==> config.mk <==
export PLATFORM = sky130hd
export DESIGN_NAME = ldocrb_top
export DESIGN_NICKNAME = d
export VERILOG_FILES = /design/src/rtl/ldocrb_pkg.sv /design/src/rtl/ldocrb_vlut.sv /design/src/rtl/ldocrb_top.sv
export VERILOG_INCLUDE_DIRS = /design/src /design/src/rtl
export SDC_FILE = /design/constraint.sdc
export NUM_CORES = 1
export LEC_CHECK = 0
export ABC_AREA = 0
export ABC_CLOCK_PERIOD_IN_PS = 3100
export BUFFER_PORTS_ARGS = -buffer_cell sky130_fd_sc_hd__buf_2
export CORE_ASPECT_RATIO = 1.75
export CORE_UTILIZATION = 55
export CTS_CLUSTER_DIAMETER = 120
export DETAILED_ROUTE_END_ITERATION = 16
export PLACE_DENSITY = 0.76
export SLEW_MARGIN = 0
export SYNTH_ARGS = -nofsm -noshare
export SYNTH_HDL_FRONTEND = slang
export SYNTH_SLANG_ARGS = --single-unit
==> constraint.sdc <==
create_clock -name mclk -period 3.1 [get_ports mclk]
set_input_delay 0.155 -clock mclk [delete_from_list [all_inputs] [get_ports mclk]]
set_output_delay 0.155 -clock mclk [all_outputs]
set_load 0.02 [all_outputs]
==> src/rtl/ldocrb_params.svh <==
// Constants for the regulator control register bank.
`ifndef LDOCRB_PARAMS_SVH
`define LDOCRB_PARAMS_SVH

// ****************************************************************
// Register addresses
// ****************************************************************
`define LDOCRB_ADDR_A_VOLT 8'h03
`define LDOCRB_ADDR_RSVD 8'h40
`define LDOCRB_ADDR_B_CTRL 8'h41
`define LDOCRB_ADDR_C_CTRL 8'h42
`define LDOCRB_ADDR_DIS_STAT 8'h43

// ****************************************************************
// Writable bit masks (all other bits are read-only)
// ****************************************************************
`define LDOCRB_WMASK_A_VOLT 8'h7f
`define LDOCRB_WMASK_RSVD 8'h20
`define LDOCRB_WMASK_BC_CTRL 8'h3f
`define LDOCRB_WMASK_DIS_STAT 8'h1e

// ****************************************************************
// Field positions
// ****************************************************************
`define LDOCRB_A_CODE_MSB 5
`define LDOCRB_A_RANGE_BIT 6
`define LDOCRB_BC_CODE_MSB 4
`define LDOCRB_BC_ENABLE_BIT 5
`define LDOCRB_DIS_A_BIT 2
`define LDOCRB_DIS_B_BIT 3
`define LDOCRB_DIS_C_BIT 4
`define LDOCRB_PG_A_BIT 5
`define LDOCRB_PG_B_BIT 6
`define LDOCRB_PG_C_BIT 7

// ****************************************************************
// Reset values (neutral defaults, overridable per instance)
// ****************************************************************
`define LDOCRB_RST_A_VOLT 8'h00
`define LDOCRB_RST_RSVD 8'h00
`define LDOCRB_RST_B_CTRL 8'h00
`define LDOCRB_RST_C_CTRL 8'h00
`define LDOCRB_RST_DIS_STAT 8'h00

// ****************************************************************
// Voltage decode constants
// ****************************************************************
`define LDOCRB_HI_BASE_MV 12'h4e2
`define LDOCRB_HI_STEP_MV 12'h032
`define LDOCRB_HI_TOP_COL 2'h3
`define LDOCRB_HI_TOP_ROWS 3'h0

`endif

==> src/rtl/ldocrb_pkg.sv <==
// Types shared by the regulator control register bank.
package ldocrb_pkg;
    typedef logic [7:0] ldocrb_addr_t;
    typedef logic [7:0] ldocrb_byte_t;
    typedef logic [11:0] ldocrb_mv_t;
    typedef logic [5:0] ldocrb_code_t;
endpackage

==> src/rtl/ldocrb_vlut.sv <==
// Voltage code to millivolt lookup with a registered result.
`timescale 1ns/100ps
`include "ldocrb_params.svh"
module ldocrb_vlut #(
    parameter bit IS_LDO_A = 1'b0
) (
    input wire logic mclk,
    input wire logic rst_sync_b,
    input wire logic clk_en,
    input wire logic range_sel,
    input wire ldocrb_pkg::ldocrb_code_t code,
    output ldocrb_pkg::ldocrb_mv_t target_mv,
    output logic target_valid
);
    import ldocrb_pkg::*;

    // ****************************************************************
    // Tables, indexed by the code itself (column-major)
    // ****************************************************************
    localparam ldocrb_mv_t LOW_TBL [64] = '{
        12'h285, 12'h29e, 12'h2b7, 12'h2d0, 12'h2e9, 12'h302, 12'h31b,
        12'h334, 12'h34d, 12'h366, 12'h37f, 12'h398, 12'h3b6, 12'h3cf,
        12'h3e8, 12'h401,
        12'h41a, 12'h433, 12'h44c, 12'h465, 12'h47e, 12'h497, 12'h4b0,
        12'h4c9, 12'h4e7, 12'h500, 12'h519, 12'h532, 12'h54b, 12'h564,
        12'h57d, 12'h596,
        12'h5af, 12'h5c8, 12'h5e1, 12'h5fa, 12'h613, 12'h631, 12'h64a,
        12'h663, 12'h67c, 12'h695, 12'h6ae, 12'h6c7, 12'h6e0, 12'h6f9,
        12'h712, 12'h72b,
        12'h744, 12'h762, 12'h77b, 12'h794, 12'h7ad, 12'h7c6, 12'h7df,
        12'h7f8, 12'h811, 12'h82a, 12'h843, 12'h85c, 12'h875, 12'h88e,
        12'h898, 12'h8c5
    };

    localparam ldocrb_mv_t BC_TBL [32] = '{
        12'h578, 12'h5dc, 12'h640, 12'h6a4, 12'h708, 12'h76c, 12'h7d0,
        12'h834,
        12'h866, 12'h898, 12'h8ca, 12'h8fc, 12'h92e, 12'h960, 12'h992,
        12'h9c4,
        12'h9f6, 12'ha28, 12'ha5a, 12'ha8c, 12'habe, 12'haf0, 12'hb22,
        12'hb54,
        12'hbb8, 12'hc1c, 12'hc80, 12'hce4, 12'hd48, 12'hdac, 12'he10,
        12'he74
    };

    // ****************************************************************
    // Decode
    // ****************************************************************
    wire ldocrb_mv_t hi_mv;
    wire logic hi_top_col;
    wire logic hi_code_ok;
    wire ldocrb_mv_t sel_mv;
    wire logic sel_valid;

    // The high table is a uniform step from its base value.
    assign hi_mv = `LDOCRB_HI_BASE_MV
        + ldocrb_mv_t'({6'h00, code} * `LDOCRB_HI_STEP_MV); // [RULE_03]
    assign hi_top_col = (code[5:4] == `LDOCRB_HI_TOP_COL);
    assign hi_code_ok = !hi_top_col
        || (code[3:1] == `LDOCRB_HI_TOP_ROWS); // [RULE_04]
    assign sel_valid = !IS_LDO_A || !range_sel || hi_code_ok;
    assign sel_mv = !IS_LDO_A ? BC_TBL[code[4:0]] // [RULE_05]
        : (range_sel ? hi_mv : LOW_TBL[code]); // [RULE_02]

    always_ff @(posedge mclk or negedge rst_sync_b) begin
        if (!rst_sync_b) begin
            target_mv <= 12'h000;
            target_valid <= 1'b0;
        end else if (clk_en) begin
            target_mv <= sel_valid ? sel_mv : 12'h000; // [RULE_04]
            target_valid <= sel_valid;
        end
    end
endmodule

==> src/rtl/ldocrb_top.sv <==
// Control and status register bank for three linear regulators.
`timescale 1ns/100ps
`include "ldocrb_params.svh"

// Summary of operation
// [RULE_01] Address 03h bits 5:0 hold the read/write ldo_a voltage code.
// [RULE_02] Address 03h bit 6 picks the low or high ldo_a voltage table.
// [RULE_03] ldo_a code bits 5:4 pick the column, bits 3:0 the row.
// [RULE_04] High range top column: only rows 0000 and 0001 are valid.
// [RULE_05] ldo_b/ldo_c codes: bits 4:3 pick the column, bits 2:0 the row.
// [RULE_06] ldo_b code at 41h bits 4:0, ldo_c code at 42h bits 4:0.
// [RULE_07] Bit 5 of 41h enables ldo_b when set.
// [RULE_08] Bit 5 of 42h enables ldo_c when set.
// [RULE_09] Bits 2, 3, 4 of 43h enable discharge for ldo_a, ldo_b, ldo_c.
// [RULE_10] Bits 5, 6, 7 of 43h report power good, read-only.
// [RULE_11] Reserved bits of 03h, 40h, 41h, 42h, 43h ignore writes.
// [RULE_12] Host writes 40h bit 5 and 43h bit 1 only with defaults.
// [RULE_13] Write-exact bits are stored read/write, host writes defaults.
// [RULE_14] ldo_a on when master enable low or hold high; gates b and c.
// [RULE_15] Power good clears while the under-voltage comparator trips.
// [RULE_16] A shut-down regulator with discharge enabled drives discharge.
// [RULE_17] Every register reset value is a module parameter. 43h bits 7:5 (power good) reset to 0 in pg_reg instead.
module ldocrb_top #(
    parameter ldocrb_pkg::ldocrb_byte_t RST_A_VOLT = `LDOCRB_RST_A_VOLT,
    parameter ldocrb_pkg::ldocrb_byte_t RST_RSVD = `LDOCRB_RST_RSVD,
    parameter ldocrb_pkg::ldocrb_byte_t RST_B_CTRL = `LDOCRB_RST_B_CTRL,
    parameter ldocrb_pkg::ldocrb_byte_t RST_C_CTRL = `LDOCRB_RST_C_CTRL,
    parameter ldocrb_pkg::ldocrb_byte_t RST_DIS_STAT = `LDOCRB_RST_DIS_STAT
) (
    input wire logic mclk,
    input wire logic rst_b,
    input wire logic clk_en,
    input wire ldocrb_pkg::ldocrb_addr_t reg_addr,
    input wire ldocrb_pkg::ldocrb_byte_t reg_wdata,
    input wire logic reg_wr_en,
    input wire logic reg_rd_en,
    output ldocrb_pkg::ldocrb_byte_t reg_rdata,
    output logic reg_rd_valid,
    input wire logic master_enable_n,
    input wire logic power_hold,
    input wire logic ldo_a_uv,
    input wire logic ldo_b_uv,
    input wire logic ldo_c_uv,
    output logic ldo_a_enable_out,
    output logic ldo_b_enable_out,
    output logic ldo_c_enable_out,
    output logic ldo_a_discharge_out,
    output logic ldo_b_discharge_out,
    output logic ldo_c_discharge_out,
    output ldocrb_pkg::ldocrb_mv_t ldo_a_target_mv,
    output logic ldo_a_target_valid,
    output ldocrb_pkg::ldocrb_mv_t ldo_b_target_mv,
    output ldocrb_pkg::ldocrb_mv_t ldo_c_target_mv
);
    import ldocrb_pkg::*;

    // ****************************************************************
    // Reset release
    // ****************************************************************
    logic rst_meta_reg;
    logic rst_sync_b;

    // Reset asserts at once and releases two clock edges later.
    always_ff @(posedge mclk or negedge rst_b) begin
        if (!rst_b) begin
            rst_meta_reg <= 1'b0;
            rst_sync_b <= 1'b0;
        end else begin
            rst_meta_reg <= 1'b1;
            rst_sync_b <= rst_meta_reg;
        end
    end

    // ****************************************************************
    // Pin synchronisers
    // ****************************************************************
    // Order: master enable, hold, ldo_a/b/c under-voltage.
    logic [4:0] pin_meta_reg;
    logic [4:0] pin_sync_reg;
    wire logic [4:0] pin_raw;

    assign pin_raw = {ldo_c_uv, ldo_b_uv, ldo_a_uv, power_hold,
        master_enable_n};

    always_ff @(posedge mclk or negedge rst_sync_b) begin
        if (!rst_sync_b) begin
            pin_meta_reg <= 5'h01;
            pin_sync_reg <= 5'h01;
        end else if (clk_en) begin
            pin_meta_reg <= pin_raw;
            pin_sync_reg <= pin_meta_reg;
        end
    end

    wire logic master_enable_n_s;
    wire logic power_hold_s;
    wire logic [2:0] uv_s;

    assign master_enable_n_s = pin_sync_reg[0];
    assign power_hold_s = pin_sync_reg[1];
    assign uv_s = pin_sync_reg[4:2];

    // ****************************************************************
    // Address decode
    // ****************************************************************
    wire logic hit_a_volt;
    wire logic hit_rsvd;
    wire logic hit_b_ctrl;
    wire logic hit_c_ctrl;
    wire logic hit_dis_stat;
    wire logic wr_a_volt;
    wire logic wr_rsvd;
    wire logic wr_b_ctrl;
    wire logic wr_c_ctrl;
    wire logic wr_dis_stat;

    assign hit_a_volt = (reg_addr == `LDOCRB_ADDR_A_VOLT);
    assign hit_rsvd = (reg_addr == `LDOCRB_ADDR_RSVD);
    assign hit_b_ctrl = (reg_addr == `LDOCRB_ADDR_B_CTRL);
    assign hit_c_ctrl = (reg_addr == `LDOCRB_ADDR_C_CTRL);
    assign hit_dis_stat = (reg_addr == `LDOCRB_ADDR_DIS_STAT);
    assign wr_a_volt = reg_wr_en && hit_a_volt;
    assign wr_rsvd = reg_wr_en && hit_rsvd;
    assign wr_b_ctrl = reg_wr_en && hit_b_ctrl;
    assign wr_c_ctrl = reg_wr_en && hit_c_ctrl;
    assign wr_dis_stat = reg_wr_en && hit_dis_stat;

    // ****************************************************************
    // Register storage
    // ****************************************************************
    // Only bits in the write mask change; the rest keep their reset
    // value and read back as the parameter bits, except 43h bits 7:5 (power good).
    ldocrb_byte_t a_volt_reg;
    ldocrb_byte_t rsvd_reg;
    ldocrb_byte_t b_ctrl_reg;
    ldocrb_byte_t c_ctrl_reg;
    ldocrb_byte_t dis_ctrl_reg;
    ldocrb_byte_t a_volt_next;
    ldocrb_byte_t rsvd_next;
    ldocrb_byte_t b_ctrl_next;
    ldocrb_byte_t c_ctrl_next;
    ldocrb_byte_t dis_ctrl_next;

    assign a_volt_next = (a_volt_reg & ~`LDOCRB_WMASK_A_VOLT)
        | (reg_wdata & `LDOCRB_WMASK_A_VOLT); // [RULE_01] [RULE_02]
    assign rsvd_next = (rsvd_reg & ~`LDOCRB_WMASK_RSVD)
        | (reg_wdata & `LDOCRB_WMASK_RSVD); // [RULE_11] [RULE_13]
    assign b_ctrl_next = (b_ctrl_reg & ~`LDOCRB_WMASK_BC_CTRL)
        | (reg_wdata & `LDOCRB_WMASK_BC_CTRL); // [RULE_06] [RULE_07]
    assign c_ctrl_next = (c_ctrl_reg & ~`LDOCRB_WMASK_BC_CTRL)
        | (reg_wdata & `LDOCRB_WMASK_BC_CTRL); // [RULE_06] [RULE_08]
    assign dis_ctrl_next = (dis_ctrl_reg & ~`LDOCRB_WMASK_DIS_STAT)
        | (reg_wdata & `LDOCRB_WMASK_DIS_STAT); // [RULE_09] [RULE_12]

    always_ff @(posedge mclk or negedge rst_sync_b) begin
        if (!rst_sync_b) begin
            a_volt_reg <= RST_A_VOLT; // [RULE_17]
            rsvd_reg <= RST_RSVD;
            b_ctrl_reg <= RST_B_CTRL;
            c_ctrl_reg <= RST_C_CTRL;
            dis_ctrl_reg <= RST_DIS_STAT;
        end else if (clk_en) begin
            if (wr_a_volt) begin
                a_volt_reg <= a_volt_next;
            end
            if (wr_rsvd) begin
                rsvd_reg <= rsvd_next;
            end
            if (wr_b_ctrl) begin
                b_ctrl_reg <= b_ctrl_next;
            end
            if (wr_c_ctrl) begin
                c_ctrl_reg <= c_ctrl_next;
            end
            if (wr_dis_stat) begin
                dis_ctrl_reg <= dis_ctrl_next; // [RULE_11]
            end
        end
    end

    // ****************************************************************
    // Power good status
    // ****************************************************************
    // Status follows the synchronised comparators, so it is low for as
    // long as an output sits below its threshold.
    logic [2:0] pg_reg;

    always_ff @(posedge mclk or negedge rst_sync_b) begin
        if (!rst_sync_b) begin
            pg_reg <= 3'h0;
        end else if (clk_en) begin
            pg_reg <= ~uv_s; // [RULE_15]
        end
    end

    // ****************************************************************
    // Regulator control
    // ****************************************************************
    wire logic sys_on;
    wire logic b_on;
    wire logic c_on;

    assign sys_on = !master_enable_n_s || power_hold_s; // [RULE_14]
    assign b_on = sys_on && b_ctrl_reg[`LDOCRB_BC_ENABLE_BIT]; // [RULE_07]
    assign c_on = sys_on && c_ctrl_reg[`LDOCRB_BC_ENABLE_BIT]; // [RULE_08]

    always_ff @(posedge mclk or negedge rst_sync_b) begin
        if (!rst_sync_b) begin
            ldo_a_enable_out <= 1'b0;
            ldo_b_enable_out <= 1'b0;
            ldo_c_enable_out <= 1'b0;
            ldo_a_discharge_out <= 1'b0;
            ldo_b_discharge_out <= 1'b0;
            ldo_c_discharge_out <= 1'b0;
        end else if (clk_en) begin
            ldo_a_enable_out <= sys_on; // [RULE_14]
            ldo_b_enable_out <= b_on;
            ldo_c_enable_out <= c_on;
            ldo_a_discharge_out <= !sys_on
                && dis_ctrl_reg[`LDOCRB_DIS_A_BIT]; // [RULE_16]
            ldo_b_discharge_out <= !b_on
                && dis_ctrl_reg[`LDOCRB_DIS_B_BIT]; // [RULE_16]
            ldo_c_discharge_out <= !c_on
                && dis_ctrl_reg[`LDOCRB_DIS_C_BIT]; // [RULE_16]
        end
    end

    // ****************************************************************
    // Voltage targets
    // ****************************************************************
    wire ldocrb_code_t a_code;
    wire ldocrb_code_t b_code;
    wire ldocrb_code_t c_code;

    assign a_code = a_volt_reg[`LDOCRB_A_CODE_MSB:0]; // [RULE_03]
    assign b_code = {1'b0, b_ctrl_reg[`LDOCRB_BC_CODE_MSB:0]}; // [RULE_05]
    assign c_code = {1'b0, c_ctrl_reg[`LDOCRB_BC_CODE_MSB:0]}; // [RULE_05]

    ldocrb_vlut #(
        .IS_LDO_A(1'b1)
    ) u_lut_a (
        .mclk(mclk),
        .rst_sync_b(rst_sync_b),
        .clk_en(clk_en),
        .range_sel(a_volt_reg[`LDOCRB_A_RANGE_BIT]),
        .code(a_code),
        .target_mv(ldo_a_target_mv),
        .target_valid(ldo_a_target_valid)
    );

    ldocrb_vlut #(
        .IS_LDO_A(1'b0)
    ) u_lut_b (
        .mclk(mclk),
        .rst_sync_b(rst_sync_b),
        .clk_en(clk_en),
        .range_sel(1'b0),
        .code(b_code),
        .target_mv(ldo_b_target_mv),
        .target_valid()
    );

    ldocrb_vlut #(
        .IS_LDO_A(1'b0)
    ) u_lut_c (
        .mclk(mclk),
        .rst_sync_b(rst_sync_b),
        .clk_en(clk_en),
        .range_sel(1'b0),
        .code(c_code),
        .target_mv(ldo_c_target_mv),
        .target_valid()
    );

    // ****************************************************************
    // Read path
    // ****************************************************************
    wire ldocrb_byte_t dis_stat_view;
    wire ldocrb_byte_t rd_mux;

    assign dis_stat_view = {pg_reg[2], pg_reg[1], pg_reg[0],
        dis_ctrl_reg[4:0]}; // [RULE_10]
    // Unmapped addresses read as zero.
    assign rd_mux = hit_a_volt ? a_volt_reg
        : hit_rsvd ? rsvd_reg
        : hit_b_ctrl ? b_ctrl_reg
        : hit_c_ctrl ? c_ctrl_reg
        : hit_dis_stat ? dis_stat_view
        : 8'h00;

    always_ff @(posedge mclk or negedge rst_sync_b) begin
        if (!rst_sync_b) begin
            reg_rdata <= 8'h00;
            reg_rd_valid <= 1'b0;
        end else if (clk_en) begin
            reg_rd_valid <= reg_rd_en;
            if (reg_rd_en) begin
                reg_rdata <= rd_mux;
            end
        end
    end
endmodule

Word level (Yosys, flattened, before mapping)
Memory sizes are Yosys's and may differ from the RTL's. A register that Yosys moved wholly into a read port is not among the register bits.
Index checks and enable logic that the tools add are counted.
{ "totals": {"regBits": 83, "romBits": 1536, "elab_cells": 78, "n_memories": 3} }
{ "classes": {"add_sub_neg": 1, "n_mul": 1, "n_lt_le_gt_ge": 1, "eq_ne": 6, "mux": 9, "bitwise": 9, "reduce_logical": 28} }
{ "memory_table": {"columns": ["memory", "depth", "width", "read_ports", "rd_clocked_by_memory_dff", "write_ports", "line_no", "source"], "rows": [
  ["(name not given)", 64, 12, 1, 0, 0, "ldocrb_vlut.sv:63", ": (range_sel ? hi_mv : LOW_TBL[code]);"],
  ["(name not given)", 32, 12, 1, 1, 0, "ldocrb_vlut.sv:62", "assign sel_mv = !IS_LDO_A ? BC_TBL[code[4:0]]"],
  ["(name not given)", 32, 12, 1, 1, 0, "ldocrb_vlut.sv:62", null]
]} }
{ "ops": {"columns": ["op", "count"], "rows": [
  ["$mux 12", 4],
  ["$mux 8", 5],
  ["$eq 8x7->1 const B", 4],
  ["$or 8x6->8", 3],
  ["$add 11x12->12 const A", 1],
  ["$not 5->6", 2],
  ["$reduce_and 2->1", 6],
  ["$mul 6x5->11 const B", 1],
  ["$logic_and 1x1->1", 10],
  ["$eq 8x2->1 const B", 1],
  ["$logic_not 1->1", 8],
  ["$or 8x5->8", 1],
  ["$or 8x7->8", 1],
  ["$ge 7x7->1 const B", 1],
  ["$not 6->7", 1],
  ["$logic_not 3->1", 1],
  ["$logic_or 1x1->1", 3],
  ["$not 3->3", 1],
  ["$eq 2x2->1 const B", 1]
]} }

Depth between registers and ports, before layout
Gate-level depths: netlist of run 1.
{ "logic_depth": {"word_depth": 6, "ltp_mapped": 14, "depth_no_buf": 12} }

Hierarchy
A second synthesis of run 1 with hierarchy kept.
{ "hier_totals": {"cells_unflattened": 647, "area_unflattened_um2": 6451.2} }
{ "modules_own_cells": {"columns": ["mod", "instances", "cells_per_inst", "area_each_um2", "seq_area_each_um2"], "rows": [
  ["ldocrb_top", 1, 170, 2273.4, 1353.8],
  ["ldocrb_vlut at u_lut_a", 1, 271, 2213.4, 325.3],
  ["ldocrb_vlut at u_lut_b ...", 2, 103, 982.2, 300.3]
]} }

Worst setup path before layout of run 1
Ideal clock, no wire load.
{ "synth_timing": {"path_type": "register -> register", "from": "reg a_volt_reg[3]", "to": "reg u_lut_a.target_mv[11]", "setup_time_ns": 0.118, "arrival_ns": 3.354, "path_slack_ns": -0.372, "stages_incl_launch_ff": 14, "path_buffers": 2, "period_less_slack_ns": 3.472, "cell_sequence": "dfrtp_1 -> buf_2 -> inv_1 -> buf_1 -> ha_1 -> ha_1 -> ha_1 -> ha_1 -> o21ai_0 -> or4b_2 -> o2111ai_1 -> a31oi_1 -> xnor2_1 -> a21o_1"} }
{ "synth_between": {"elab_chain_cells": 6, "elab_cells_between_ends": 11, "cone_classes": "add/sub: 1; mul: 1; mux: 4; bitwise: 1; reduce/logical: 3; memory: 1"} }
{ "synth_lines": {"columns": ["element", "line_no", "source"], "rows": [
  ["start: declaration", "ldocrb_top.sv:133", "ldocrb_byte_t a_volt_reg;"],
  ["start signal: assignment", "ldocrb_top.sv:164", "a_volt_reg <= a_volt_next;"],
  ["parallel branches: the longest is 5 deep, another holds $add 11x12->12", null, null],
  ["$mux 12 *", "ldocrb_vlut.sv:70", "target_mv <= sel_valid ? sel_mv : 12'h000;"],
  ["end signal: assignment", "ldocrb_vlut.sv:70", null],
  ["end: declaration", "ldocrb_vlut.sv:12", "output ldocrb_pkg::ldocrb_mv_t target_mv,"]
]} }
Mark *: on every way between the ends. The select of a mux whose other input is x is not followed.
A chain may end at the register's enable or synchronous reset.

Worst setup path after layout of run 1
Same ends and word-level chain as after synthesis.

==> results of run 1 <==
[per-stage QoR]
step	cell area, um2	worst slack (ps)	total power, mW	cells
2_1_floorplan	6400	4.09	1.72	702
3_3_place_gp	6880	67.9	1.88	883
3_5_place_dp	6880	-24.3	1.90	883
4_1_cts	7200	14.9	3.01	901
5_1_grt	7260	27.9	3.13	903
6_report	7260	142	3.00	903
[metal layers]
metal	GRT usage	up-vias	wire length, um
li1	-	2653	-
met1	0.333	2729	6190
met2	0.550	211	9390
met3	0.0435	76	715
met4	0.207	0	1070
met5	0	-	0
[synth_stat cells (12+ instances only)]
library cell | count | area [um2]
a211oi_1 | 19 | 143
a21oi_1 | 58 | 290
a31oi_1 | 13 | 81.3
clkbuf_1 | 30 | 113
dfrtp_1 | 87 | 2180
ha_1 | 52 | 651
inv_1 | 34 | 128
mux2_2 | 30 | 338
nand2_1 | 67 | 251
nand3_1 | 12 | 60.1
nor2_1 | 50 | 188
nor2b_1 | 12 | 75.1
o21ai_0 | 58 | 290
[cell families after synthesis]
kind of cell,count (synthesis),share of synthesized area
compound gates,222,0.223
flops,89,0.356
buf+inv,88,0.0569
mux,45,0.0894
other cells,2,0.00120
fa+ha+maj,53,0.107
xor+xnor,16,0.0223
simple gates,186,0.144
[timing repair]
item | 4_1_cts | 5_1_grt
setup endpoints to repair | 3 | 4
buffers inserted | 1 | 2
hold buffers | 1 | 0
gates resized for setup | 0 | 7
hold endpoints to repair | 2 | 0
pin swaps | 0 | 1
[path summary, 6_finish.rpt]
kind | start | to | slack (ps) | cells after the start
worst max-delay path | a_volt_reg[3]$_DFFE_PN0P_ | u_lut_a.target_mv[11]$_DFFE_PN0P_ | 140 | 10
worst max register to register | a_volt_reg[3]$_DFFE_PN0P_ | u_lut_a.target_mv[11]$_DFFE_PN0P_ | 140 | 10
min in group asynchronous | rst_b | rst_sync_b$_DFF_PN0_ | 120 | 2
max in group asynchronous | rst_sync_b$_DFF_PN0_ | b_ctrl_reg[1]$_DFFE_PN0P_ | 1940 | 1
worst min-delay path | ldo_a_uv | pin_meta_reg[2]$_DFFE_PN0P_ | 30 | 2
worst min register to register | rst_meta_reg$_DFF_PN0_ | rst_sync_b$_DFF_PN0_ | 360 | 0
[worst reg2reg max path, cell delays in order (launching register included)]
cell and delay [ps]:
dfrtp_2 440, ha_1 310, ha_1 300, ha_1 310, ha_1 270, or2_2 350
o221ai_1 210, o21ai_0 140, a211oi_1 250, xnor2_1 110, a21o_1 180
[cell type report]
cell class                 instances  area [um2]
tap                              132         165
inverter                          36         135
fill                             956        3840
multi-input combinational        525        3820
sequential                        89        2240
clock inverter                     7        76.3
timing repair buffer             105         606
clock buffer                       9         225
[cell usage in the layout (no fill, tap or decap), types with 6 or more instances in the layout]
master     netlist  routed
dfrtp_1         87      84
xor2_1          10       9
xnor2_1          6       6
a21oi_1         58      58
o21ai_0         58      58
nor2b_1         12      11
buf_4            5      30
o221ai_1         6       6
a31oi_1         13      13
inv_1           34      32
o22ai_1          7       7
clkbuf_16        0       9
mux2_2          30      30
a21o_1           8       8
nor2_1          50      50
nand2_1         67      67
nand2b_1         8       8
ha_1            52      44
a22oi_1          6       6
o211ai_1        11      11
a211oi_1        19      19
ha_4             0       8
mux2i_1          8       8
nand3_1         12      12
buf_2            6      74
o31ai_1          6       6
nor3_1           9       9
[report_power, final]
| part | total, mW | switching, mW | internal (mW) |
|---|---|---|---|
| combinational | 0.559 | 0.333 | 0.226 |
| clock | 1.11 | 0.537 | 0.575 |
| sequential | 1.33 | 0.0847 | 1.25 |
| total | 3.00 | 0.955 | 2.05 |
==> results_dict.tcl, run 1 <==
set metrics [dict create \
    p_leak_nw 3.35 \
    relSlewSlack 0.407 \
    die_w_um 82.7 \
    portBuffers 74 \
    finish.utilization 0.654 \
    firstDrtPassIters 6 \
    hold_path_class "input port to flip-flop" \
    synth-seq-cells 89 \
    grt_antenna_before_repair 0 \
    vias 5669 \
    rsz0062_at_grt "false" \
    fin_hold_ws_ps 29.6 \
    n_antenna_cell 0 \
    cts_made_buffers 9 \
    grt_max_degree 70 \
    dp_hpwl_mm 12.8 \
    critPathTopFamily "adder cells" \
    grt_overflow_total 0 \
    worstSkewPairLatency_ps 350 \
    fmax_mhz 338 \
    synth_ff_type "dfrtp_1" \
    synthToLayoutAreaGrowth_pct 15.8 \
    placementRows 51 \
    hold_viol 0 \
    outcome "completed" \
    ant_nets 0 \
    path_common_cell "ha_1" \
    regMostFlops "u_lut_a.target_mv" \
    die_area_um2 11800 \
    tritoncts "built" \
    drt_iter0_drc 292 \
    ys_seq_area_frac 0.356 \
    syn_inst 701 \
    vias_per_cell 6.28 \
    largest_reg_flops 12 \
    fp.dieH_um 143 \
    synth_warnings 0 \
    nets 845 \
    gp_congestion 0.913 \
    clock-sinks 89 \
    period_needed_ps 2960 \
    path_clk_slew_ps 70 \
    critPathSlowestCell "dfrtp_2" \
    io-pin-count 78 \
    core_um2 11100 \
    vdd_drop_max_mv 0.384 \
    avgSynthCellArea_um2 8.95 \
    drc_errors 0 \
    critPathCaptureType "flip-flop" \
    drive_gt1_frac 0.243 \
    track_usage 0.312 \
    crit_required_ps 3350 \
    skew_ps 7.51 \
    synth.distinct_cells 64 \
    setup_viol 0 \
    wirelength_mm 17.4 \
    grt_pass1_wl_mm 27.7 \
    finalCritPeriodShare 0.954 \
    worst_pin_slew_ps 890 \
    worstSetupStartpointType "flip-flop" \
    grt_pass1_vias 5589 \
    path_cells "ha_1 -> ha_1 -> ha_1 -> ha_1 -> or2_2 -> o221ai_1 -> o21ai_0 -> a211oi_1 -> xnor2_1 -> a21o_1" \
    wire_per_inst_um 19.2 \
    totalNegativeSetupSlack_ps 0 \
    power.density_nw_per_um2 413 \
    cp_slowest_stage_delay_ps 440 \
    clockBufferDepth 2 \
    syn_area_um2 6270 \
    reg_top3 "u_lut_a.target_mv (12), u_lut_b.target_mv (11), u_lut_c.target_mv (11)" \
    maxSlewViolCount 0 \
    max_cap_violations 0 \
    synth-edff-count 0 \
    initial_core_util 0.565 \
    worstPathArrival_ps 3210 \
    crit_type "flip-flop to flip-flop" \
    async_flop_share 1.00 \
    cp_max_fo 5 \
    critical_path_buf_inv_count 0 \
    htreeDepth 3 \
    clockRootBuffer "clkbuf_16" \
]
Note: power is estimated with default switching activity, not from simulation.
==> run 2, diff against run 1 <==
- CORE_ASPECT_RATIO: 1.75 -> unset
- CORE_UTILIZATION: 55 -> 53
- PLACE_DENSITY: 0.76 -> 0.74
==> results_dict.tcl, run 2 (synthesis gave the netlist of run 1 again) <==
set metrics [dict create \
    crit_type "flip-flop to flip-flop" \
    largest_reg_flops 12 \
    cts_setup_buffers 0 \
    drive_gt1_frac 0.231 \
    drt_iter0_drc 460 \
    track_usage 0.270 \
    drc_errors 0 \
    grt_use_met3 0.0399 \
    die_area_um2 12300 \
    reg_top3 "u_lut_a.target_mv (12), u_lut_b.target_mv (11), u_lut_c.target_mv (11)" \
    worstPathArrival_ps 3190 \
    hold_viol 0 \
    wire_per_inst_um 17.9 \
    n_antenna_cell 0 \
    totalNegativeSetupSlack_ps 0 \
    critPathCaptureType "flip-flop" \
    hp-start "master_enable_n" \
    cp_max_fo 5 \
    vias_per_cell 6.04 \
    io-pin-count 78 \
    hold_path_end "pin_meta_reg[0]$_DFFE_PN1P_" \
    grt_overflow_total 0 \
    hold_path_class "input port to flip-flop" \
    worstSetupStartpointType "flip-flop" \
    fp.dieH_um 111 \
    regMostFlops "u_lut_a.target_mv" \
    r2r_cells 12 \
    multi_input_area_um2 3790 \
    worstSkewPairLatency_ps 350 \
    fmax_mhz 339 \
    grt_pass1_wl_mm 26.7 \
    maxSlewViolCount 0 \
    fill_cells 961 \
    use_met1 0.355 \
    htreeDepth 3 \
    setup_viol 0 \
    seq_area_um2 2240 \
    power.density_nw_per_um2 417 \
    worst_pin_slew_ps 708 \
    ant_nets 0 \
    gp_congestion 0.887 \
    grt_busiest_layer "met2" \
    skew_ps 7.09 \
    grt_pass1_vias 5283 \
    vdd_drop_max_mv 0.391 \
    rsz0062_at_grt "false" \
    clockBufferDepth 2 \
    worstReg2RegEnd "u_lut_a.target_mv[11]$_DFFE_PN0P_" \
    initial_core_util 0.547 \
    grt_antenna_before_repair 0 \
    finalCritPeriodShare 0.952 \
    cts_made_buffers 9 \
    clockRootBuffer "clkbuf_16" \
    dp_hpwl_mm 11.6 \
    mostFrequentLayoutCells "84 x dfrtp_1, 74 x buf_2, 67 x nand2_1, 58 x o21ai_0, 58 x a21oi_1" \
    final_common_cell "dfrtp_1" \
    nets 836 \
    die_w_um 111 \
    dpl_worst_slack_ps 49.7 \
    p_leak_nw 3.32 \
    reg2reg_slack_ps 150 \
    vias 5468 \
    tritoncts "built" \
    firstDrtPassIters 5 \
    relSlewSlack 0.528 \
    setup_ws_ps 147 \
    grt_max_degree 57 \
    synthToLayoutAreaGrowth_pct 14.8 \
    portBuffers 74 \
    core_um2 11500 \
    wirelength_mm 16.2 \
    grtUsageMet2 0.445 \
    placementRows 39 \
    max_cap_violations 0 \
    period_needed_ps 2950 \
    whs_path_depth 2 \
    clock-sinks 89 \
    outcome "completed" \
    r2r_start "a_volt_reg[2]$_DFFE_PN0P_" \
    path_clk_slew_ps 60 \
    crit_required_ps 3340 \
]
==> run 2: area by class of cell <==
cell class,instances,area share
inverter,36,0.0188
sequential,89,0.311
tap,143,0.0249
multi-input combinational,525,0.527
clock inverter,6,0.0106
clock buffer,10,0.0318
timing repair buffer,96,0.0765
==> run 2: worst max-delay path by stage <==
| stage | depth (start not counted) | slack (ps) | to | startpoint |
|---|---|---|---|---|
| global placement | 11 | 110 | u_lut_a.target_mv[11]$_DFFE_PN0P_ | a_volt_reg[2]$_DFFE_PN0P_ |
| detailed placement | 11 | 50 | u_lut_a.target_mv[11]$_DFFE_PN0P_ | a_volt_reg[2]$_DFFE_PN0P_ |
| finish | 12 | 150 | u_lut_a.target_mv[11]$_DFFE_PN0P_ | a_volt_reg[2]$_DFFE_PN0P_ |
| global route | 12 | 20 | u_lut_a.target_mv[11]$_DFFE_PN0P_ | a_volt_reg[2]$_DFFE_PN0P_ |
| CTS | 12 | 20 | u_lut_a.target_mv[11]$_DFFE_PN0P_ | a_volt_reg[2]$_DFFE_PN0P_ |
| floorplan | 13 | 4 | u_lut_a.target_mv[11]$_DFFE_PN0P_ | a_volt_reg[3]$_DFFE_PN0P_ |
==> run 2: per-stage QoR <==
step           hold slack, ps   util  cells  power [mW]  area [um2]
2_1_floorplan            -141      -    702        1.72        6400
3_5_place_dp            -54.9  0.598    888        1.89        6860
5_1_grt                  42.0  0.628    905        3.14        7200
4_1_cts                  30.1  0.626    905        3.02        7170
6_report                 43.8  0.628    905        3.00        7200
3_3_place_gp            -59.5  0.598    888        1.88        6860
==> run 2: what timing repair did <==
action	4_1_cts	5_1_grt
setup endpoints to repair	0	4
hold buffers	1	0
hold endpoints to repair	2	0
gates resized for setup	0	5
==> run 2: worst max-delay path, stage by stage, from the launching register on <==
cell	delay [ps]
dfrtp_2	410
inv_2	60
ha_1	300
ha_1	280
ha_1	310
inv_1	60
fa_1	460
nor2b_1	180
o22ai_1	140
xnor2_2	170
a31oi_1	210
xnor2_1	90
a21o_1	180
==> run 2: power by group <==
| part | internal, mW | switching (mW) | leakage, nW |
|---|---|---|---|
| clock network | 0.639 | 0.485 | 0.150 |
| registers | 1.25 | 0.0841 | 1.08 |
| logic | 0.221 | 0.328 | 2.09 |
==> run 2: metal layers <==
metal / vias up / part of all wire / wire [um]
met3: 32 / 0.040 / 645
met1: 2647 / 0.44 / 7190
met5: - / 0 / 0
met4: 0 / 0.030 / 480
li1: 2633 / - / -
met2: 156 / 0.49 / 7910
